==> src/core/dasp_pkg.sv <==
// register map and field constants for the sync/pattern register slice
package dasp_pkg;
  localparam int ADDR_W = 9;
  localparam int DATA_W = 8;

  localparam logic [8:0] ADDR_PATT1_LOW  = 9'h019;
  localparam logic [8:0] ADDR_PATT1_HIGH = 9'h01a;
  localparam logic [8:0] ADDR_PATT2_LOW  = 9'h01b;
  localparam logic [8:0] ADDR_PATT2_HIGH = 9'h01c;
  localparam logic [8:0] ADDR_SIGNATURE  = 9'h024;
  localparam logic [8:0] ADDR_FEATURES   = 9'h02a;
  localparam logic [8:0] ADDR_OUT_ASSIGN = 9'h02e;
  localparam logic [8:0] ADDR_SYNC_CTRL  = 9'h100;
  localparam logic [8:0] ADDR_USER_CFG2  = 9'h101;

  localparam logic [7:0] RST_PATT       = 8'h00;
  localparam logic [7:0] RST_FEATURES   = 8'h01;
  localparam logic [7:0] RST_ASSIGN_A   = 8'h00;
  localparam logic [7:0] RST_ASSIGN_B   = 8'h01;
  localparam logic [7:0] RST_SYNC_CTRL  = 8'h01;
  localparam logic [7:0] RST_USER_CFG2  = 8'h88;
  localparam logic [7:0] READ_ZERO      = 8'h00;

  localparam int SYNC_MASTER_BIT    = 0;
  localparam int SYNC_DIV_EN_BIT    = 1;
  localparam int SYNC_NEXT_ONLY_BIT = 2;
  localparam int SYNC_FIELD_W       = 3;
  localparam int FEAT_OVR_EN_BIT    = 0;
  localparam int ASSIGN_BIT         = 0;
  localparam int CFG2_OE_PIN_BIT    = 7;
  localparam int CFG2_DETECT_BIT    = 3;
  localparam int CFG2_RUN_OSC_BIT   = 2;
  localparam int CFG2_NO_PULL_BIT   = 0;
  localparam logic [7:0] CFG2_MASK  = 8'h8d;
  localparam int SIG_BIT            = 0;

  localparam int NUM_CH = 2;
endpackage

==> src/core/dasp_chan_regs.sv <==
// per-channel (locally indexed) features and output assign registers
`timescale 1ns/1ps
`default_nettype none
module dasp_chan_regs #(
  parameter logic [7:0] ASSIGN_RESET = 8'h00
) (
  input  wire logic mclk,
  input  wire logic srst,
  input  wire logic sel,
  input  wire logic wr_features,
  input  wire logic wr_assign,
  input  wire logic [dasp_pkg::DATA_W-1:0] wdata,
  output logic      ovr_enable,
  output logic      conv_select
);
  import dasp_pkg::*;

  // features overrange enable
  always_ff @(posedge mclk) begin
    if (srst) begin
      ovr_enable <= RST_FEATURES[FEAT_OVR_EN_BIT];
    end else if (sel && wr_features) begin
      ovr_enable <= wdata[FEAT_OVR_EN_BIT];
    end
  end

  // converter routing
  always_ff @(posedge mclk) begin
    if (srst) begin
      conv_select <= ASSIGN_RESET[ASSIGN_BIT];
    end else if (sel && wr_assign) begin
      conv_select <= wdata[ASSIGN_BIT];
    end
  end
endmodule
`default_nettype wire

==> src/core/dasp_regs.sv <==
// register slice: test patterns, signature, per-channel pins, sync and user config
// Functional notes
// no sync function acts unless master sync enable is one
// divider enable gates sync pulses; continuous mode when next-only is low
// next-only mode aligns to first pulse and ignores later ones
// divider sync enable clears itself after a next-only sync
// user config bit 7 enables the output-enable pin, else ignored
// features bit 0 enables indexed channel overrange pin, reset enabled
// pattern one is 16 bits, low byte then high byte
// pattern two is 16 bits in two bytes, both reset zero
// detect bit starts oscillator when encode rate is low
// run bit forces the oscillator on regardless of detector
// bit 0 set disables serial data pin pull-down
// output assign bit 0 picks converter A or B per channel
`timescale 1ns/1ps
`default_nettype none
module dasp_regs (
  input  wire logic                        mclk,
  input  wire logic                        srst,
  input  wire logic                        wr_en,
  input  wire logic                        rd_en,
  input  wire logic [dasp_pkg::ADDR_W-1:0] addr,
  input  wire logic [dasp_pkg::DATA_W-1:0] wdata,
  input  wire logic [dasp_pkg::NUM_CH-1:0] chan_index,
  input  wire logic                        signature_bit,
  input  wire logic                        sync_in,
  input  wire logic                        output_enable_pin_n,
  input  wire logic                        low_rate_detected,
  input  wire logic [dasp_pkg::NUM_CH-1:0] overrange_raw,
  output logic [dasp_pkg::DATA_W-1:0]      rdata,
  output logic                             rvalid,
  output logic [15:0]                      pattern_one,
  output logic [15:0]                      pattern_two,
  output logic                             div_sync,
  output logic                             outputs_enabled,
  output logic                             internal_low_rate_oscillator,
  output logic                             sdio_pulldown_disable,
  output logic [dasp_pkg::NUM_CH-1:0]      overrange_out,
  output logic [dasp_pkg::NUM_CH-1:0]      conv_select
);
  import dasp_pkg::*;

  logic [DATA_W-1:0]       patt1_lo;
  logic [DATA_W-1:0]       patt1_hi;
  logic [DATA_W-1:0]       patt2_lo;
  logic [DATA_W-1:0]       patt2_hi;
  logic [DATA_W-1:0]       user_cfg2;
  logic [SYNC_FIELD_W-1:0] sync_ctrl;
  logic                    sig_byte;
  logic [NUM_CH-1:0]       ovr_en;
  logic [NUM_CH-1:0]       sel_conv;
  logic                    wr_features;
  logic                    wr_assign;
  logic                    wr_sync;
  logic                    div_sync_i;
  logic [DATA_W-1:0]       next_rdata;
  logic [NUM_CH-1:0]       first_ch;

  assign wr_features = wr_en && (addr == ADDR_FEATURES);
  assign wr_assign   = wr_en && (addr == ADDR_OUT_ASSIGN);
  assign wr_sync     = wr_en && (addr == ADDR_SYNC_CTRL);
  // reads of local registers show the lowest indexed channel
  assign first_ch    = chan_index & (~chan_index + NUM_CH'(1));

  // per-channel local registers
  // per-channel converter routing
  generate
    for (genvar c = 0; c < NUM_CH; c++) begin : g_ch
      dasp_chan_regs #(
        .ASSIGN_RESET ((c == 0) ? RST_ASSIGN_A : RST_ASSIGN_B)
      ) u_ch (
        .mclk        (mclk),
        .srst        (srst),
        .sel         (chan_index[c]),
        .wr_features (wr_features),
        .wr_assign   (wr_assign),
        .wdata       (wdata),
        .ovr_enable  (ovr_en[c]),
        .conv_select (sel_conv[c])
      );
    end
  endgenerate

  dasp_sync_ctrl u_sync (
    .mclk     (mclk),
    .srst     (srst),
    .wr_en    (wr_sync),
    .wdata    (wdata),
    .sync_in  (sync_in),
    .ctrl     (sync_ctrl),
    .div_sync (div_sync_i)
  );

  // pattern one bytes
  always_ff @(posedge mclk) begin
    if (srst) begin
      patt1_lo <= RST_PATT;
      patt1_hi <= RST_PATT;
    end else if (wr_en && addr == ADDR_PATT1_LOW) begin
      patt1_lo <= wdata;
    end else if (wr_en && addr == ADDR_PATT1_HIGH) begin
      patt1_hi <= wdata;
    end
  end

  // pattern two bytes
  always_ff @(posedge mclk) begin
    if (srst) begin
      patt2_lo <= RST_PATT;
      patt2_hi <= RST_PATT;
    end else if (wr_en && addr == ADDR_PATT2_LOW) begin
      patt2_lo <= wdata;
    end else if (wr_en && addr == ADDR_PATT2_HIGH) begin
      patt2_hi <= wdata;
    end
  end

  // open bits are not stored, they read as zero
  always_ff @(posedge mclk) begin
    if (srst) begin
      user_cfg2 <= RST_USER_CFG2;
    end else if (wr_en && addr == ADDR_USER_CFG2) begin
      user_cfg2 <= wdata & CFG2_MASK;
    end
  end

  // signature byte is read-only, captured from the checker
  always_ff @(posedge mclk) begin
    if (srst) begin
      sig_byte <= 1'b0;
    end else begin
      sig_byte <= signature_bit;
    end
  end

  always_comb begin
    next_rdata = READ_ZERO;
    unique case (addr)
      ADDR_PATT1_LOW:  next_rdata = patt1_lo;
      ADDR_PATT1_HIGH: next_rdata = patt1_hi;
      ADDR_PATT2_LOW:  next_rdata = patt2_lo;
      ADDR_PATT2_HIGH: next_rdata = patt2_hi;
      ADDR_SIGNATURE:  next_rdata[SIG_BIT] = sig_byte;
      ADDR_FEATURES:   next_rdata[FEAT_OVR_EN_BIT] = |(ovr_en & first_ch);
      ADDR_OUT_ASSIGN: next_rdata[ASSIGN_BIT] = |(sel_conv & first_ch);
      ADDR_SYNC_CTRL:  next_rdata[SYNC_FIELD_W-1:0] = sync_ctrl;
      ADDR_USER_CFG2:  next_rdata = user_cfg2;
      default:         next_rdata = READ_ZERO;
    endcase
  end

  // registered read, one cycle after rd_en
  always_ff @(posedge mclk) begin
    if (srst) begin
      rdata  <= READ_ZERO;
      rvalid <= 1'b0;
    end else begin
      rvalid <= rd_en;
      if (rd_en) begin
        rdata <= next_rdata;
      end
    end
  end

  always_ff @(posedge mclk) begin
    if (srst) begin
      pattern_one <= {RST_PATT, RST_PATT};
      pattern_two <= {RST_PATT, RST_PATT};
    end else begin
      pattern_one <= {patt1_hi, patt1_lo};
      pattern_two <= {patt2_hi, patt2_lo};
    end
  end

  always_ff @(posedge mclk) begin
    if (srst) begin
      div_sync <= 1'b0;
    end else begin
      div_sync <= div_sync_i;
    end
  end

  // pin ignored when bit clear
  always_ff @(posedge mclk) begin
    if (srst) begin
      outputs_enabled <= 1'b1;
    end else begin
      outputs_enabled <= !(user_cfg2[CFG2_OE_PIN_BIT] && output_enable_pin_n);
    end
  end

  // detector start
  // run overrides detector
  always_ff @(posedge mclk) begin
    if (srst) begin
      internal_low_rate_oscillator <= 1'b0;
    end else begin
      internal_low_rate_oscillator <= user_cfg2[CFG2_RUN_OSC_BIT]
                                   || (user_cfg2[CFG2_DETECT_BIT] && low_rate_detected);
    end
  end

  // pull-down disable
  always_ff @(posedge mclk) begin
    if (srst) begin
      sdio_pulldown_disable <= 1'b0;
    end else begin
      sdio_pulldown_disable <= user_cfg2[CFG2_NO_PULL_BIT];
    end
  end

  // gate overrange pins
  always_ff @(posedge mclk) begin
    if (srst) begin
      overrange_out <= '0;
      conv_select   <= {RST_ASSIGN_B[ASSIGN_BIT], RST_ASSIGN_A[ASSIGN_BIT]};
    end else begin
      overrange_out <= overrange_raw & ovr_en;
      conv_select   <= sel_conv;
    end
  end
endmodule
`default_nettype wire

==> src/core/dasp_sync_ctrl.sv <==
// global sync control register and divider sync gating
`timescale 1ns/1ps
`default_nettype none
module dasp_sync_ctrl (
  input  wire logic mclk,
  input  wire logic srst,
  input  wire logic wr_en,
  input  wire logic [dasp_pkg::DATA_W-1:0] wdata,
  input  wire logic sync_in,
  output logic [dasp_pkg::SYNC_FIELD_W-1:0] ctrl,
  output logic      div_sync
);
  import dasp_pkg::*;

  logic master;
  logic div_en;
  logic next_only;
  logic pass;

  assign master    = ctrl[SYNC_MASTER_BIT];
  assign div_en    = ctrl[SYNC_DIV_EN_BIT];
  assign next_only = ctrl[SYNC_NEXT_ONLY_BIT];
  // master gates everything
  // divider enable gates pulse
  assign pass = master && div_en && sync_in;

  // one-shot clears after first
  // self-clear beats write
  always_ff @(posedge mclk) begin
    if (srst) begin
      ctrl <= RST_SYNC_CTRL[SYNC_FIELD_W-1:0];
    end else if (wr_en) begin
      ctrl <= wdata[SYNC_FIELD_W-1:0];
      if (pass && next_only) begin
        ctrl[SYNC_DIV_EN_BIT] <= 1'b0;
      end
    end else if (pass && next_only) begin
      ctrl[SYNC_DIV_EN_BIT] <= 1'b0;
    end
  end

  always_ff @(posedge mclk) begin
    if (srst) begin
      div_sync <= 1'b0;
    end else begin
      div_sync <= pass;
    end
  end
endmodule
`default_nettype wire
==> config.mk <==
export PLATFORM = sky130hd
export DESIGN_NAME = dasp_regs
export DESIGN_NICKNAME = d
export VERILOG_FILES = /design/src/core/dasp_pkg.sv /design/src/core/dasp_chan_regs.sv /design/src/core/dasp_regs.sv /design/src/core/dasp_sync_ctrl.sv
export SDC_FILE = /design/constraint.sdc
export NUM_CORES = 1
export LEC_CHECK = 0
export ABC_AREA = 1
export BUFFER_PORTS_ARGS = -buffer_cell sky130_fd_sc_hd__buf_2
export CAP_MARGIN = 15
export CORE_UTILIZATION = 46
export CTS_CLUSTER_DIAMETER = 50
export DETAILED_ROUTE_END_ITERATION = 16
export PLACE_DENSITY = 0.65
export SLEW_MARGIN = 20
export SYNTH_ARGS = -nofsm -noshare
export SYNTH_HDL_FRONTEND = slang
export SYNTH_HIERARCHICAL = 1
export SYNTH_SLANG_ARGS = --single-unit
export TNS_END_PERCENT = 1
==> constraint.sdc <==
create_clock -name mclk -period 2.5 [get_ports mclk]
set_input_delay 0.125 -clock mclk [delete_from_list [all_inputs] [get_ports mclk]]
set_output_delay 0.125 -clock mclk [all_outputs]
set_load 0.005 [all_outputs]
==> results.cfg, run 1 <==
[die]
initial_core_util_pct = 48.67
coreArea_um2 = 7408
die-area_um2 = 8197
die_h_um = 90.54
ios = 78
std_cell_rows = 31
fp.dieW_um = 90.54

[setup_path]
cp_num_buf_inv = 2
crit_arrival_ps = 1520
cp_top_family = simple AND/OR/NAND/NOR gates
cp_slowest_cell = nor2_4
cp_num_cells = 7
critPathRequiredTime_ps = 2740
end_kind = register
reg2reg_depth = 8
crit_type = in2reg
cp_cell_sequence = buf_2 > inv_1 > nand2_1 > nor2_4 > nand3_2 > o21ai_0 > a21oi_1
crit_path_start_kind = input port
crit_fanout = 18
cp_slowest_stage_delay_ps = 390

[sta]
post-route-period-util_pct = 51.27
fmax_mhz = 780.2
tightestPinTransition_ps = 916.5
rsz0062_at_grt = false
fin_skew_ps = 11.25
setup_tns_ps = 0
max_slew_margin_pct = 38.83
post-route-min-period_ps = 1282
hold_viol = 0
report.final.slew_viol_count = 0
holdWs_ps = 13.10
setup_viol = 0

[power_and_ir_drop]
p_int_w = 0.001918
p_seq_share_pct = 58.8
vdd_drop_max_mv = 0.2716
leakagePower_nw = 1.844
powerDensity_nw_per_um2 = 605.7
switching_share_pct = 25.29
combPwrFrac_pct = 6.0
power_switching_w = 0.0006493
pwr-share-clk_pct = 35.1

[grt]
antenna_found_initial = 0
grt.overflow.total = 0
first_global_vias = 2888
grt_start_max_net_pins = 58
grt_use_total_pct = 21.75
grt_first_pass_wirelength_um = 13960

[clock_network]
cts_tree = built
clock-sinks = 94
post_cts_buffers = 0
cts_buffers = 9
cts_root_buf = clkbuf_8
clockBufferDepth = 2
htree_levels = 3
clk_pin_slew_ps = 90
insertion_delay_ps = 350

[layout]
drive_gt1_share_pct = 22.89
fillers = 704
num_antenna_cells = 0
nets = 558
area_growth_pct = 17.56

[synth]
ys_top_cells_by_area = dfxtp_1, nor2_1, inv_1
post-synth-top-area-cell = dfxtp_1
asyncSetResetFlopFracSynth_pct = 0
yosys.area.top_type_share_pct = 52.19
synth_ff_type = dfxtp_1
syn_area_um2 = 3606
syn_avg_cell_area_um2 = 7.995
yosys-top-cells-count = dfxtp_1, nor2_1, inv_1
yosysWarnings = 6
synth_fp_nets = 480
synth_most_common_cell = dfxtp_1
ys_ff_latch = 94
syn_inst = 451
ys_seq_area_share_pct = 52.19
synth_enable_flop_cells = 0
yosysUniqueCellTypes = 30

[job]
maxCapViolCount = 0

[route]
wl_um = 8611
vias_per_cell = 5.014
drt-pass1-iter-count = 4
post_drt_wl_per_cell_um = 13.63
antenna_left = 0
drc = 0
vias = 3169
drt_iter0_drc = 163

[placed_design]
gp_congestion = 0.9600
place_hpwl_um = 6334
io_buffers = 77

[outcome]
status = completed

[min_path]
min_path_type = in2reg
hold_depth = 3
[layout make-up]
cell class	count	area, um^2	area share (%)
sequential	94	1882	44.39
tap	99	123.9	2.922
clock inverter	6	46.29	1.092
inverter	68	255.2	6.021
multi-input combinational	274	1375	32.44
timing repair buffer	82	432.9	10.21
clock buffer	9	123.9	2.922
[logic make-up after synthesis]
| group | Yosys count | share of synthesized area (%) |
|---|---|---|
| compound gates | 88 | 13.71 |
| flops | 94 | 52.19 |
| buf+inv | 83 | 9.681 |
| simple gates | 186 | 24.43 |
[power by group through the flow]
stage	clock network (W)	registers, W	logic [W]
after global placement	0	0.00155	0.000147
after CTS	0.000918	0.00151	0.000155
after floorplan	0	0.00155	0.0000773
final	0.000902	0.00151	0.000155
after detailed placement	0	0.00155	0.000149
after global routing	0.000985	0.00151	0.000173
[path summary, 6_finish.rpt]
kind	from	endpoint	slack (ps)
hold / removal	low_rate_detected	internal_low_rate_oscillator$_SDFF_PP0_	10
hold reg to reg	u_sync/div_sync$_SDFF_PP0_	div_sync$_SDFF_PP0_	420
setup / recovery	addr[5]	patt2_lo[3]$_SDFFE_PP0N_	1220
setup reg to reg	g_ch[1].u_ch/conv_select$_SDFFE_PP1P_	rdata[0]$_SDFFE_PP0P_	1470
[per-stage QoR]
step / utilization, % / power [W] / cell area (um^2) / setup WS (ps) / instances
after floorplan: - / 0.001623 / 3606 / 1319 / 451
final: 57.22 / 0.002568 / 4239 / 1218 / 632
after CTS: 57.22 / 0.002583 / 4239 / 1264 / 632
after detailed placement: 54.38 / 0.001695 / 4029 / 911.6 / 613
after global routing: 57.22 / 0.002671 / 4239 / 1106 / 632
after global placement: 54.38 / 0.001693 / 4029 / 947.0 / 613
[worst min-delay path, stage by stage]
cell	delay, ps
buf_2	90
nand2_1	50
a21oi_1	50
[routing by layer]
layer  GRT usage (%)  routed length (um)  vias to the layer above
met3           3.704                 439                       11
met2           36.30                4108                       94
met1           28.03                3918                     1462
met5               0                   0                        -
met4           8.199                 144                        0
li1                -                   -                     1602
[cell usage in the layout, fill, tap and decap left out, drive strengths merged]
cell type     n
a211oi        8
a21oi        34
buf          78
clkbuf        9
clkinv        3
clkinvlp      2
dfxtp        94
dlygate4sd3   4
inv          69
nand2        43
nand3        47
nand4         5
nor2         84
nor3          4
nor4          2
o211ai        1
o21ai        40
o22ai         5
or2           1
[flip-flops by register name (all words and copies together) (netlist names), 2 cells and up]
name	count
patt1_hi	8
conv_select	2
g_ch.u_ch/ovr_enable	2
pattern_one	16
patt1_lo	8
pattern_two	16
g_ch.u_ch/conv_select	2
patt2_hi	8
user_cfg2	4
patt2_lo	8
overrange_out	2
rdata	8
u_sync/ctrl	3
[what timing repair did]
action                     CTS  global route
gates resized for setup      0             0
setup endpoints to repair    0             0
hold endpoints to repair     4             0
hold buffers                 4             0
Power figures use the tool's default switching activity.
==> inputs of run 2 (changes only) <==
--- a/config.mk
+++ b/config.mk
@@ -11,7 +11,7 @@
 export CORE_UTILIZATION = 46
 export CTS_CLUSTER_DIAMETER = 50
 export DETAILED_ROUTE_END_ITERATION = 16
-export PLACE_DENSITY = 0.65
+export PLACE_DENSITY = 0.68
 export SLEW_MARGIN = 20
 export SYNTH_ARGS = -nofsm -noshare
 export SYNTH_HDL_FRONTEND = slang
==> constraint.sdc (replaced) <==
create_clock -name mclk -period 1 [get_ports mclk]
set_input_delay 0.05 -clock mclk [delete_from_list [all_inputs] [get_ports mclk]]
set_output_delay 0.05 -clock mclk [all_outputs]
set_load 0.005 [all_outputs]
==> run 2 against run 1 <==
Effect of this change:
- the flow now finishes with violations (setup timing)
- via count grew 5.7%
- largest cell class unchanged
- largest power group unchanged
- sequential power grew to 2.5 times the previous value
- clock skew decreased by 2.4 ps
- routed wire length grew 5.5%
==> results.cfg, run 2 (synthesized netlist as in run 1, its figures left out) <==
[route]
drc = 0
drt-pass1-iter-count = 4
wl_um = 9087
drt_iter0_drc = 179
antenna_left = 0
post_drt_wl_per_cell_um = 13.30
vias = 3351
vias_per_cell = 4.906

[setup_path]
cp_slowest_cell = dfxtp_2
reg2reg_from = g_ch[1].u_ch/conv_select$_SDFFE_PP1P_
cp_cell_sequence = nand3_2 > o21ai_2 > nand3_1 > nand3_2 > nor2_2 > nand3_1 > nand2_1 > inv_1
end_kind = register
cp_slowest_stage_delay_ps = 340
crit_fanout = 2
r2r_end = rdata[0]$_SDFFE_PP0P_
crit_arrival_ps = 1280
cp-startpoint = g_ch[1].u_ch/conv_select$_SDFFE_PP1P_
crit_path_start_kind = register
cp_top_family = simple AND/OR/NAND/NOR gates
crit_type = reg2reg
critPathRequiredTime_ps = 1270
cp_num_cells = 8
endpoint = rdata[0]$_SDFFE_PP0P_
reg2reg_depth = 8
reg2reg_slack_ps = -5
cp_num_buf_inv = 1

[placed_design]
gp_congestion = 0.9246
placed_area_um2 = 4420
dp.cells = 656
place_hpwl_um = 6757
io_buffers = 77

[clock_network]
clk_pin_slew_ps = 90
cts_root_buf = clkbuf_8
clockBufferDepth = 2
clock-sinks = 94
insertion_delay_ps = 360
htree_levels = 3
cts_buffers = 9
cts_tree = built

[sta]
fin_skew_ps = 8.876
hold_viol = 0
report.final.slew_viol_count = 0
worst_slack_ps = -4.906
setup_tns_ps = -4.906
setup_viol = 1
fmax_mhz = 995.1
post-route-period-util_pct = 100.5
post-route-min-period_ps = 1005
max_slew_margin_pct = 81.98
holdWs_ps = 16.23
tightestPinTransition_ps = 267.9
rsz0062_at_grt = true

[die]
die-area_um2 = 8197
fp.dieW_um = 90.54
coreArea_um2 = 7408
initial_core_util_pct = 48.67
die_h_um = 90.54
std_cell_rows = 31
ios = 78

[layout]
layout_common_cells = dfxtp_1, buf_2, nor2_1
final_area_um2 = 4788
num_antenna_cells = 0
reg.largest.list = pattern_one: 16 flops, pattern_two: 16 flops
area_growth_pct = 32.79
drive_gt1_share_pct = 30.82
stdcell_count = 683
nets = 608
postLayoutCoreUtil_pct = 64.63
final_common_cell = dfxtp_1

[power_and_ir_drop]
leakagePower_nw = 2.136
powerDensity_nw_per_um2 = 1436
vdd_drop_max_mv = 0.7600

[job]
maxCapViolCount = 0

[grt]
antenna_found_initial = 0
grt_use_total_pct = 23.59
grt.overflow.total = 0
grt_first_pass_wirelength_um = 15130
grt_start_max_net_pins = 34
first_global_vias = 3192

[min_path]
min_path_type = in2reg
hold_depth = 2

[outcome]
status = finished, violations left
failed_checks = setup timing
run 2: area by class of cell:
class	count	area, um^2
clock buffers	9	123.9
clock inverters	7	81.33
fillers	655	2620
inverters	68	255.2
multi-input cells	274	1425
flip-flops and latches	94	1886
well taps	99	123.9
repair buffers	132	893.4
run 2: worst min path at each step:
stage / from / endpoint / slack (ps)
5_1_grt: srst / conv_select[1]$_SDFF_PP1_ / 20
2_1_floorplan: srst / u_sync/div_sync$_SDFF_PP0_ / 120
3_5_place_dp: output_enable_pin_n / outputs_enabled$_SDFF_PP1_ / 250
4_1_cts: srst / conv_select[1]$_SDFF_PP1_ / 6
6_report: srst / conv_select[1]$_SDFF_PP1_ / 20
3_3_place_gp: output_enable_pin_n / outputs_enabled$_SDFF_PP1_ / 240
run 2: per-layer routing:
layer / vias to the layer above / wire (um) / global-route usage (%)
met5: - / 0 / 0
met4: 0 / 183 / 8.602
met3: 18 / 459 / 5.135
met2: 121 / 4275 / 39.39
met1: 1506 / 4169 / 29.80
li1: 1706 / - / -
run 2: repair_timing:
item / in CTS / in global routing
hold buffers: 11 / 0
endpoints found under the hold margin: 12 / 0
setup buffers: 0 / 1
endpoints found under the setup margin: 1 / 28
gates resized for setup: 1 / 18
pin swaps: 0 / 8
run 2: worst reg2reg max path, stage by stage, from the launching register on:
cell	delay [ps]
dfxtp_2	340
nand3_2	70
o21ai_2	50
nand3_1	100
nand3_2	80
nor2_2	100
nand3_1	70
nand2_1	70
inv_1	30
run 2: where the power goes:
part / total [W] / internal [W] / leakage (nW) / switching (W)
combinational: 0.000518 / 0.000220 / 1.28 / 0.000299
clock: 0.00258 / 0.00118 / 0.0940 / 0.00140
sequential: 0.00378 / 0.00377 / 0.759 / 0.0000104
run 2: through the flow:
step / total power (W) / worst slack [ps]
after floorplan: 0.004059 / -82.88
after global placement: 0.004328 / -275.9
after detailed placement: 0.004335 / -324.9
after CTS: 0.006914 / 21.88
after global routing: 0.007142 / -61.73
final: 0.006878 / -4.906
